**src/inc/sensor_mode_regs.vh**
```
// Constants for the sensor system mode controller
//----------------------------------------------------------------
// Function
// - Supply below power-on level keeps device off, all blocks down, bus silent.
// - Standby powers digital only, analog and clocks stopped, registers still accessible.
// - Active runs digital and analog blocks and keeps serving register accesses.
// - Going from active to standby clears no register.
// - Going from standby to active resets a defined register subset only.
// - Wake and sleep are sub-states of active, not separate power states.
// - Device never holds the serial clock line low.
// - Output scaled 4096, 2048, 1024 counts per g for 2, 4, 8 g.
// - Acceleration outputs are two's complement, zero g at range centre.
// - Self-test output is real acceleration plus test offset scaled by range.
`ifndef SENSOR_MODE_REGS_VH
`define SENSOR_MODE_REGS_VH

//----------------------------------------------------------------
// Mode status codes
//----------------------------------------------------------------
`define MODE_STANDBY    2'h0
`define MODE_WAKE       2'h1
`define MODE_SLEEP      2'h2
`define MODE_OFF        2'h3

//----------------------------------------------------------------
// Full-scale range codes and reset values for range and self-test
//----------------------------------------------------------------
`define RANGE_2G        2'h0
`define RANGE_4G        2'h1
`define RANGE_8G        2'h2
`define RANGE_RSVD      2'h3
`define RANGE_RESET     2'h0
`define SELF_TEST_RESET 1'h0

//----------------------------------------------------------------
// Sample widths
//----------------------------------------------------------------
`define RAW_W           18
`define SAMPLE_W        14
`define SAMPLE_RESET    14'h0000

`endif

```
**src/rtl/sample_scaler.v**
```verilog
// Range scaling and self-test summing of one acceleration sample
`timescale 1ns/10ps
`include "sensor_mode_regs.vh"

module sample_scaler #(
	parameter RAW_W = `RAW_W,
	parameter OUT_W = `SAMPLE_W
) (
	input  wire signed [RAW_W-1:0] raw_accel,
	input  wire signed [RAW_W-1:0] zero_g_offset,
	input  wire signed [RAW_W-1:0] st_force,
	input  wire                    self_test_on,
	input  wire        [1:0]       range_sel,
	output wire        [OUT_W-1:0] sample
);

	localparam SUM_W = RAW_W + 2;

	//----------------------------------------------------------------
	// Saturation to the output code range
	//----------------------------------------------------------------
	function [OUT_W-1:0] saturate;
		input signed [SUM_W-1:0] v;
		reg signed [SUM_W-1:0] hi;
		reg signed [SUM_W-1:0] lo;
		begin
			hi = {{(SUM_W-OUT_W+1){1'b0}}, {(OUT_W-1){1'b1}}};
			lo = ~hi;
			if (v > hi) begin
				saturate = {1'b0, {(OUT_W-1){1'b1}}};
			end else if (v < lo) begin
				saturate = {1'b1, {(OUT_W-1){1'b0}}};
			end else begin
				saturate = v[OUT_W-1:0];
			end
		end
	endfunction

	wire signed [SUM_W-1:0] force_term;
	wire signed [SUM_W-1:0] sum;
	reg  signed [SUM_W-1:0] scaled;

	// Test force simply adds; its size in counts then follows the range
	assign force_term = self_test_on ? {{2{st_force[RAW_W-1]}}, st_force} : {SUM_W{1'b0}};
	assign sum = {{2{raw_accel[RAW_W-1]}}, raw_accel}
		+ {{2{zero_g_offset[RAW_W-1]}}, zero_g_offset} + force_term;

	always @* begin
		case (range_sel)
			`RANGE_2G: scaled = sum;
			`RANGE_4G: scaled = sum >>> 1;
			`RANGE_8G: scaled = sum >>> 2;
			default: scaled = sum;
		endcase
	end

	assign sample = saturate(scaled);

endmodule

```
**src/rtl/sensor_mode_ctrl.v**
```verilog
// System mode control, power gating and sample output of the motion sensor
`timescale 1ns/10ps
`include "sensor_mode_regs.vh"

module sensor_mode_ctrl #(
	parameter RAW_W = `RAW_W,
	parameter OUT_W = `SAMPLE_W
) (
	input  wire                    clk_sys,
	input  wire                    rst_n,
	input  wire                    supply_ok,
	input  wire                    host_active_req,
	input  wire                    sleep_req,
	input  wire                    cfg_wr,
	input  wire        [1:0]       cfg_range,
	input  wire                    cfg_self_test,
	input  wire                    raw_valid,
	input  wire signed [RAW_W-1:0] raw_accel,
	input  wire signed [RAW_W-1:0] zero_g_offset,
	input  wire signed [RAW_W-1:0] st_force,
	output reg         [1:0]       system_mode_state,
	output reg                     bus_enable,
	output reg                     scl_oe,
	output reg                     digital_enable,
	output reg                     analog_enable,
	output reg                     clock_enable,
	output reg         [1:0]       range_sel,
	output reg                     self_test_on,
	output reg         [OUT_W-1:0] sample,
	output reg                     sample_ready,
	output reg                     reg_restore
);

	//----------------------------------------------------------------
	// Mode sequencer
	//----------------------------------------------------------------
	localparam ST_OFF     = 2'h0;
	localparam ST_STANDBY = 2'h1;
	localparam ST_WAKE    = 2'h2;
	localparam ST_SLEEP   = 2'h3;

	reg  [1:0]       state;
	reg  [1:0]       next_state;
	wire [OUT_W-1:0] next_sample;
	wire [3:0]       next_power;
	reg  [1:0]       next_range_sel;
	reg              next_self_test;
	reg  [OUT_W-1:0] next_sample_word;
	reg              next_sample_ready;
	reg              next_reg_restore;

	function is_active;
		input [1:0] s;
		begin
			is_active = (s == ST_WAKE) || (s == ST_SLEEP);
		end
	endfunction

	function [1:0] mode_code;
		input [1:0] s;
		begin
			case (s)
				ST_STANDBY: mode_code = `MODE_STANDBY;
				ST_WAKE: mode_code = `MODE_WAKE;
				ST_SLEEP: mode_code = `MODE_SLEEP;
				default: mode_code = `MODE_OFF;
			endcase
		end
	endfunction

	//----------------------------------------------------------------
	// Power decode: bus, digital, analog and clock enables
	//----------------------------------------------------------------
	// One table keeps the four enables consistent per state
	function [3:0] power_map;
		input [1:0] s;
		begin
			case (s)
				ST_OFF: power_map = 4'h0;
				ST_STANDBY: power_map = 4'hc;
				ST_WAKE: power_map = 4'hf;
				ST_SLEEP: power_map = 4'hf;
				default: power_map = 4'h0;
			endcase
		end
	endfunction

	always @* begin
		next_state = state;
		case (state)
			ST_OFF: begin
				next_state = ST_STANDBY;
			end
			ST_STANDBY: begin
				if (host_active_req) begin
					next_state = sleep_req ? ST_SLEEP : ST_WAKE;
				end
			end
			ST_WAKE, ST_SLEEP: begin
				if (!host_active_req) begin
					next_state = ST_STANDBY;
				end else begin
					next_state = sleep_req ? ST_SLEEP : ST_WAKE;
				end
			end
			default: next_state = ST_OFF;
		endcase
		// Supply loss overrides any host request
		if (!supply_ok) begin
			next_state = ST_OFF;
		end
	end

	always @(posedge clk_sys) begin
		if (!rst_n) begin
			state <= ST_OFF;
		end else begin
			state <= next_state;
		end
	end

	//----------------------------------------------------------------
	// Power and clock gating outputs
	//----------------------------------------------------------------
	// Outputs follow next_state so the mode and the enables change together
	assign next_power = power_map(next_state);

	always @(posedge clk_sys) begin
		if (!rst_n) begin
			system_mode_state <= `MODE_OFF;
			bus_enable        <= 1'b0;
			digital_enable    <= 1'b0;
			analog_enable     <= 1'b0;
			clock_enable      <= 1'b0;
			scl_oe            <= 1'b0;
		end else begin
			system_mode_state <= mode_code(next_state);
			bus_enable        <= next_power[3];
			digital_enable    <= next_power[2];
			analog_enable     <= next_power[1];
			clock_enable      <= next_power[0];
			// Master owns clock timing; no stretching, so never drive low
			scl_oe            <= 1'b0;
		end
	end

	//----------------------------------------------------------------
	// Configuration registers
	//----------------------------------------------------------------
	// Writes are accepted in standby and active; a reserved range is ignored
	always @* begin
		next_range_sel = range_sel;
		next_self_test = self_test_on;
		if (next_state == ST_OFF) begin
			// Config is volatile, so losing supply drops it
			next_range_sel = `RANGE_RESET;
			next_self_test = `SELF_TEST_RESET;
		end else if (cfg_wr && state != ST_OFF) begin
			if (cfg_range != `RANGE_RSVD) begin
				next_range_sel = cfg_range;
			end
			next_self_test = cfg_self_test;
		end
	end

	always @(posedge clk_sys) begin
		if (!rst_n) begin
			range_sel    <= `RANGE_RESET;
			self_test_on <= `SELF_TEST_RESET;
		end else begin
			range_sel    <= next_range_sel;
			self_test_on <= next_self_test;
		end
	end

	//----------------------------------------------------------------
	// Sample path
	//----------------------------------------------------------------
	sample_scaler #(
		.RAW_W         (RAW_W),
		.OUT_W         (OUT_W)
	) u_scaler (
		.raw_accel     (raw_accel),
		.zero_g_offset (zero_g_offset),
		.st_force      (st_force),
		.self_test_on  (self_test_on),
		.range_sel     (range_sel),
		.sample        (next_sample)
	);

	// Sample and ready form the subset restored on entry to active;
	// config survives, so a host need not reprogram after standby
	always @* begin
		next_sample_word  = sample;
		next_sample_ready = sample_ready;
		next_reg_restore  = 1'b0;
		if (state == ST_OFF) begin
			next_sample_word  = `SAMPLE_RESET;
			next_sample_ready = 1'b0;
		end else if (state == ST_STANDBY && is_active(next_state)) begin
			next_sample_word  = `SAMPLE_RESET;
			next_sample_ready = 1'b0;
			next_reg_restore  = 1'b1;
		end else if (is_active(state) && raw_valid) begin
			// Leaving active for standby touches nothing; sampling just stops with the clocks
			next_sample_word  = next_sample;
			next_sample_ready = 1'b1;
		end
	end

	always @(posedge clk_sys) begin
		if (!rst_n) begin
			sample       <= `SAMPLE_RESET;
			sample_ready <= 1'b0;
			reg_restore  <= 1'b0;
		end else begin
			sample       <= next_sample_word;
			sample_ready <= next_sample_ready;
			reg_restore  <= next_reg_restore;
		end
	end

endmodule

```
**config.mk**
```make
export PLATFORM = sky130hd
export DESIGN_NAME = sensor_mode_ctrl
export DESIGN_NICKNAME = d
export VERILOG_FILES = /design/src/rtl/sample_scaler.v /design/src/rtl/sensor_mode_ctrl.v
export VERILOG_INCLUDE_DIRS = /design/src /design/src/inc
export SDC_FILE = /design/constraint.sdc
export NUM_CORES = 1
export LEC_CHECK = 0
export BUFFER_PORTS_ARGS = -buffer_cell sky130_fd_sc_hd__buf_2
export CAP_MARGIN = 20
export CORE_ASPECT_RATIO = 0.6
export CORE_MARGIN = 2
export CORE_UTILIZATION = 35
export DETAILED_ROUTE_END_ITERATION = 16
export GPL_TIMING_DRIVEN = 0
export PLACE_DENSITY = 0.58
export REMOVE_ABC_BUFFERS = 1
export SLEW_MARGIN = 20
export SYNTH_ARGS = -nofsm -noshare
export SYNTH_HDL_FRONTEND = slang
export SYNTH_HIERARCHICAL = 1
export SYNTH_SLANG_ARGS = --single-unit
```
**constraint.sdc**
```tcl
create_clock -name clk_sys -period 6.7 [get_ports clk_sys]
set_clock_uncertainty 0.15 [all_clocks]
set_input_delay 1.005 -clock clk_sys [delete_from_list [all_inputs] [get_ports clk_sys]]
set_output_delay 1.005 -clock clk_sys [all_outputs]
set_load 0.02 [all_outputs]
```
# Word-level counts from Yosys, hierarchy flattened
# Index checks and enable logic that the tools add are counted.
word_totals:
  mem_bits_ro: 0
  ff_bits: 27
  mem_bits_rw: 0
  latchBits: 0
  mem_count: 0
  output_inout_bits: 26
classes:
  bitwise_logic: 1
  muxes: 12
  multipliers: 0
  n_div: 0
  addsub: 2
  n_reduce_logical: 14
  eq_ne: 9
  shifts: 0
  n_lt_le_gt_ge: 2
ops:
  columns: ["cell", "count"]
  rows:
  - ["19-bit one-hot mux with 2 select lines", 1]
  - ["14-bit 2-to-1 mux", 2]
  - ["20-bit adder", 1]
  - ["20-bit by 14-bit greater-than comparator with 1-bit output (second input constant)", 1]
  - ["20-bit by 14-bit less-than comparator with 1-bit output (second input constant)", 1]
  - ["20-bit 2-to-1 mux", 1]
  - ["18-bit by 18-bit adder with 19-bit output", 1]
  - ["2-bit one-hot mux with 3 select lines", 2]
  - ["4-bit one-hot mux with 3 select lines", 1]
  - ["2-bit == test (second input constant)", 5]
  - ["2-bit OR reduction", 4]
  - ["2-bit by 1-bit == test with 1-bit output (second input constant)", 3]
  - ["2-bit 2-to-1 mux", 3]
  - ["2-bit zero test", 2]
  - ["1-bit logical AND", 3]
  - ["3-bit OR reduction", 1]
  - ["1-bit logical OR", 2]
  - ["1-bit 2-to-1 mux", 2]
  - ["2-bit inequality test (second input constant)", 1]
  - ["2-bit AND reduction", 1]
  - ["2-bit nonzero test", 1]
  - ["1-bit inverter", 1]

# Logic depth before layout (Yosys ltp)
depth:
  ltp_word: 8
  mapped_depth: 28
  ltp_nobuf: 26

# By module
# The synthesis kept the hierarchy.
modules_own_cells:
  columns: ["mod", "cells_per_inst", "instances", "seq_area_each_um2", "area_per_inst_um2"]
  rows:
  - ["sample_scaler", 363, 1, 0.0, 2572.5]
  - ["sensor_mode_ctrl", 109, 1, 500.5, 949.7]

# Least setup slack after synthesis
# No wires, ideal clock.
synth_path:
  path_kind: "input to register"
  startpoint: "input port raw_accel[1]"
  endpoint: "register sample[11]"
  slack_ns: 1.040
  cell_stages: 26
  arrival_time_ns: 5.384
  cell_sequence: "ha_1 a21o_1 a21oi_1 nor2b_1 o21ai_0 a211oi_1 o31ai_1 o21ai_0 o21ai_0 nor2b_1 xnor2_1 ha_1 clkbuf_1 a21o_1 a21oi_1 o21bai_1 nor2_1 a21oi_1 nor2_1 o32ai_4 nand4_1 buf_4 a2111oi_4 o22ai_1 nand2_1 a21oi_1"
synth_between:
  elab_chain_cells: 6
  elab_cells_between_ends: 7
  classes_between: "2 x add/sub; 2 x order compare; 3 x mux"
synth_rtl:
  columns: ["item", "line", "rtl"]
  rows:
  - ["from (decl)", "sensor_mode_ctrl.v:18", "input wire signed [RAW_W-1:0] raw_accel,"]
  - ["18-bit by 18-bit adder with 19-bit output (*)", "sample_scaler.v:46", "+ {{2{zero_g_offset[RAW_W-1]}}, zero_g_offset} + force_term;"]
  - ["20-bit adder (*)", "sample_scaler.v:46", null]
  - ["19-bit one-hot mux with 2 select lines", "sample_scaler.v:49", "case (range_sel)"]
  - ["20-bit by 14-bit less-than comparator with 1-bit output", "sample_scaler.v:31", "end else if (v < lo) begin"]
  - ["14-bit 2-to-1 mux", "sample_scaler.v:31", null]
  - ["14-bit 2-to-1 mux (*)", "sample_scaler.v:29", "if (v > hi) begin"]
  - ["net next_sample[11]", "sensor_mode_ctrl.v:44", "wire [OUT_W-1:0] next_sample;"]
  - ["to (signal assigned)", "sensor_mode_ctrl.v:213", "sample <= `SAMPLE_RESET;"]
  - ["to (signal assigned)", "sensor_mode_ctrl.v:217", "sample <= next_sample_word;"]
  - ["to (decl)", "sensor_mode_ctrl.v:29", "output reg [OUT_W-1:0] sample,"]
# The timed path passes the listed nets; every way through them passes the cells marked *.
# A chain may end at the register's enable or synchronous reset.

# Worst setup path in the final report
layout_path:
  startpoint: "input port raw_accel[1]"
  endpoint: "register sample[6]"
# The elaborated chain is that of the path after synthesis.

==> impl_metrics.yaml <==
grt:
  grt_first_pass_wirelength_microns: 14400
  overflow: 0
  grt_max_degree: 34
  grt_pass1_vias: 3160
  antenna_found_initial: 0
  grt.total_usage_pct: 15.6
drt:
  antenna_left: 0
  wl_met1_microns: 4810
  drtIter0Drc: 150
  vias: 3564
  wl_microns: 8680
  drcViolationCount: 0
  wl_met2_microns: 3470
  route.top_layer_used: "met4"
  dr.pass1.iters: 4
  via_per_inst: 5.23
  wl_met3_microns: 382
  routedWlPerCell_microns: 12.7
setup_path:
  cp_max_fo: 8
  critPathBufInv: 2
  worstSetupEndpointType: "flop"
  max_stage_delay_ns: 0.40
  cp_slowest_cell: "o31ai_2"
  crit_start: "raw_accel[1]"
  arrival_ns: 6.18
  crit_path_frequent_cell: "a21oi_1"
  worstPathRequired_ns: 6.67
  rr_worst_depth: 17
  worstSetupPathDepth: 26
  r2r_start: "self_test_on"
  path_class: "in2reg"
  path_delay_family: "compound AO/OA/AOI/OAI gates"
  cp-start-kind: "input port"
sta:
  setup_violations: 0
  setup_slack_ns: 0.489
  drv_slew: 0
  worst_pin_slew_ns: 1.02
  timing.final.hold_violations: 0
  slew_headroom_pct: 32.3
  rsz0062_at_grt: "no"
  fin_crit_sh_pct: 92.7
  max_freq_mhz: 161
  fin_crit_ns: 6.21
  fin_tns_setup_ns: 0
hold_path:
  min_path_type: "reg2reg"
  min_path_cells: 2
  hp-start: "sample[5]"
die:
  dieArea_sq_um: 10900
  dieWidth_microns: 134
  core_sq_um: 9810
  start_util_pct: 35.9
  die_y_microns: 81.7
  pin_count: 90
  rows: 28
pwr:
  p_int_mw: 0.367
  finalPower_mw: 0.607
  power.density_nw_per_um2: 147
  sequentialPowerShare_pct: 25.2
  p_leak_nw: 1.80
  switching_share_pct: 39.5
  ir_drop_uv: 98.8
  comb_power_share_pct: 53.2
  p_clk_share_pct: 21.6
  power.net_switching_mw: 0.240
synth:
  yosysTopAreaCell: "ha_1"
  ys_warn_count: 6
  synthesis.area_sq_um: 3520
  synthCells: 472
  synth_seq_area_share_pct: 14.2
  synth_edf_count: 0
  netlist.area_leader.share_pct: 15.3
  netlist_top_cells_area: "ha_1 15%, dfxtp_1 14%, a21oi_1 6.1%, nand2_1 5.6%, xnor2_1 5.0%"
  synth_area_per_cell_sq_um: 7.46
  synth-seq-cells: 25
  ys.flop_type: "dfxtp_1"
  ys_types: 67
  ys_async_sr_fraction_pct: 0
status:
  status: "finished clean"
layout:
  insertedDiodeCount: 0
  mostFrequentLayoutCells: "88 x buf_2, 53 x nand2_1, 43 x ha_1, 42 x a21oi_1, 33 x nor2_1"
  syn_to_final_growth_pct: 17.6
  final_nets: 657
  final_util_pct: 42.2
  stdcell_count: 682
  final_common_cell: "buf_2"
  drive_gt1_share_pct: 21.6
clock_tree:
  cts_hold_buf: 0
  path_clk_slew_ns: 0.06
  tritoncts: "yes"
  cts_buffers: 3
  clk_latency_ns: 0.26
  clock-sinks: 25
  cts-root-buf: "clkbuf_16"
  cts_max_level: 1
  clockBufferDepth: 2
placed_design:
  placed_cells: 674
  dpl_worst_slack_ns: -0.270
  io_buffers: 88
  gp_congestion: 0.803
  hpwl_microns: 7060
run:
  max_cap_viol_count: 0
==> synth_stat cells, types with 2 or more instances <==
cell type	count
o221a_2	2
a41oi_1	2
mux2i_1	3
nor3_1	13
o21a_1	3
and2_1	22
o21ai_1	4
nand3_1	9
and3_1	7
nor4_1	2
or3_1	4
clkbuf_1	11
mux2_2	2
o21bai_1	4
a21o_1	8
nor2b_1	16
xor2_1	5
o21ai_0	27
o22ai_1	11
o211ai_1	4
a211oi_1	6
fa_1	2
a32oi_1	2
dfxtp_1	25
nor3b_1	8
nand2_1	53
a21oi_1	43
nand4_1	2
a31o_2	2
a2111oi_0	2
xnor2_1	20
a31oi_1	2
a221o_1	8
buf_4	6
ha_1	43
buf_2	2
nor2_1	33
a22oi_1	4
nand2b_1	2
inv_1	21
==> power groups by stage <==
stage          logic, mW  registers, mW  clock network, mW
6_report           0.323          0.153              0.131
2_1_floorplan      0.240          0.158                  0
4_1_cts            0.319          0.153              0.134
3_3_place_gp       0.310          0.156                  0
5_1_grt            0.361          0.153              0.142
3_5_place_dp       0.316          0.156                  0
==> worst reg2reg max path, delay by kind of cell (launching register included) <==
family	cells	cell delay, ns
fa+ha+maj	2	0.59
flops	1	0.69
buf+inv	2	0.26
compound gates	7	1.47
simple gates	5	0.79
mux	1	0.38
==> per-layer routing <==
metal | vias to the layer above | GRT usage, %
met5 | - | 0
met2 | 71 | 24.7
met4 | 0 | 1.06
met3 | 2 | 2.47
met1 | 1623 | 23.2
li1 | 1868 | -
==> area by class of cell <==
class                           count  area [sq um]
Timing Repair Buffer               92           470
Inverter                           22          82.6
Fill cell                        1069          5670
Sequential cell                    25           500
Tap cell                          135           169
Multi-Input combinational cell    404          2840
Clock buffer                        4          78.8
==> stage by stage <==
stage	hold slack (ns)	area, sq um
6_report	0.303	4140
5_1_grt	0.324	4140
4_1_cts	0.304	4120
3_5_place_dp	0.295	4020
3_3_place_gp	0.295	4020
2_1_floorplan	0.285	3410
==> what timing repair did <==
action | 4_1_cts | 5_1_grt
endpoints found under the setup margin | 1 | 13
pin swaps | 1 | 1
resized for setup | 0 | 3
setup buffers | 3 | 1
==> sequential cells by signal, indices dropped and copies added (netlist names) <==
register,cells
reg_restore,1
self_test_on,1
analog_enable,1
state,2
range_sel,2
bus_enable,1
sample,14
system_mode_state,2
sample_ready,1
==> worst paths after layout <==
| path | to | slack (ns) |
|---|---|---|
| max reg2reg | sample[6] | 2.22 |
| min | sample[5] | 0.30 |
| max | sample[6] | 0.49 |
| min reg2reg | sample[5] | 0.30 |
==> kinds of logic (layout without fill, tap and decap cells) <==
group	count (synthesis)	after routing	synth area share (%)
fa+ha+maj	45	45	16.4
simple gates	178	178	25.7
compound gates	150	150	30.3
flops	25	25	14.2
buf+inv	43	118	5.51
other cells	1	1	0.106
xor+xnor	25	25	6.22
mux	5	5	1.49
Power figures use the tool's default switching activity.
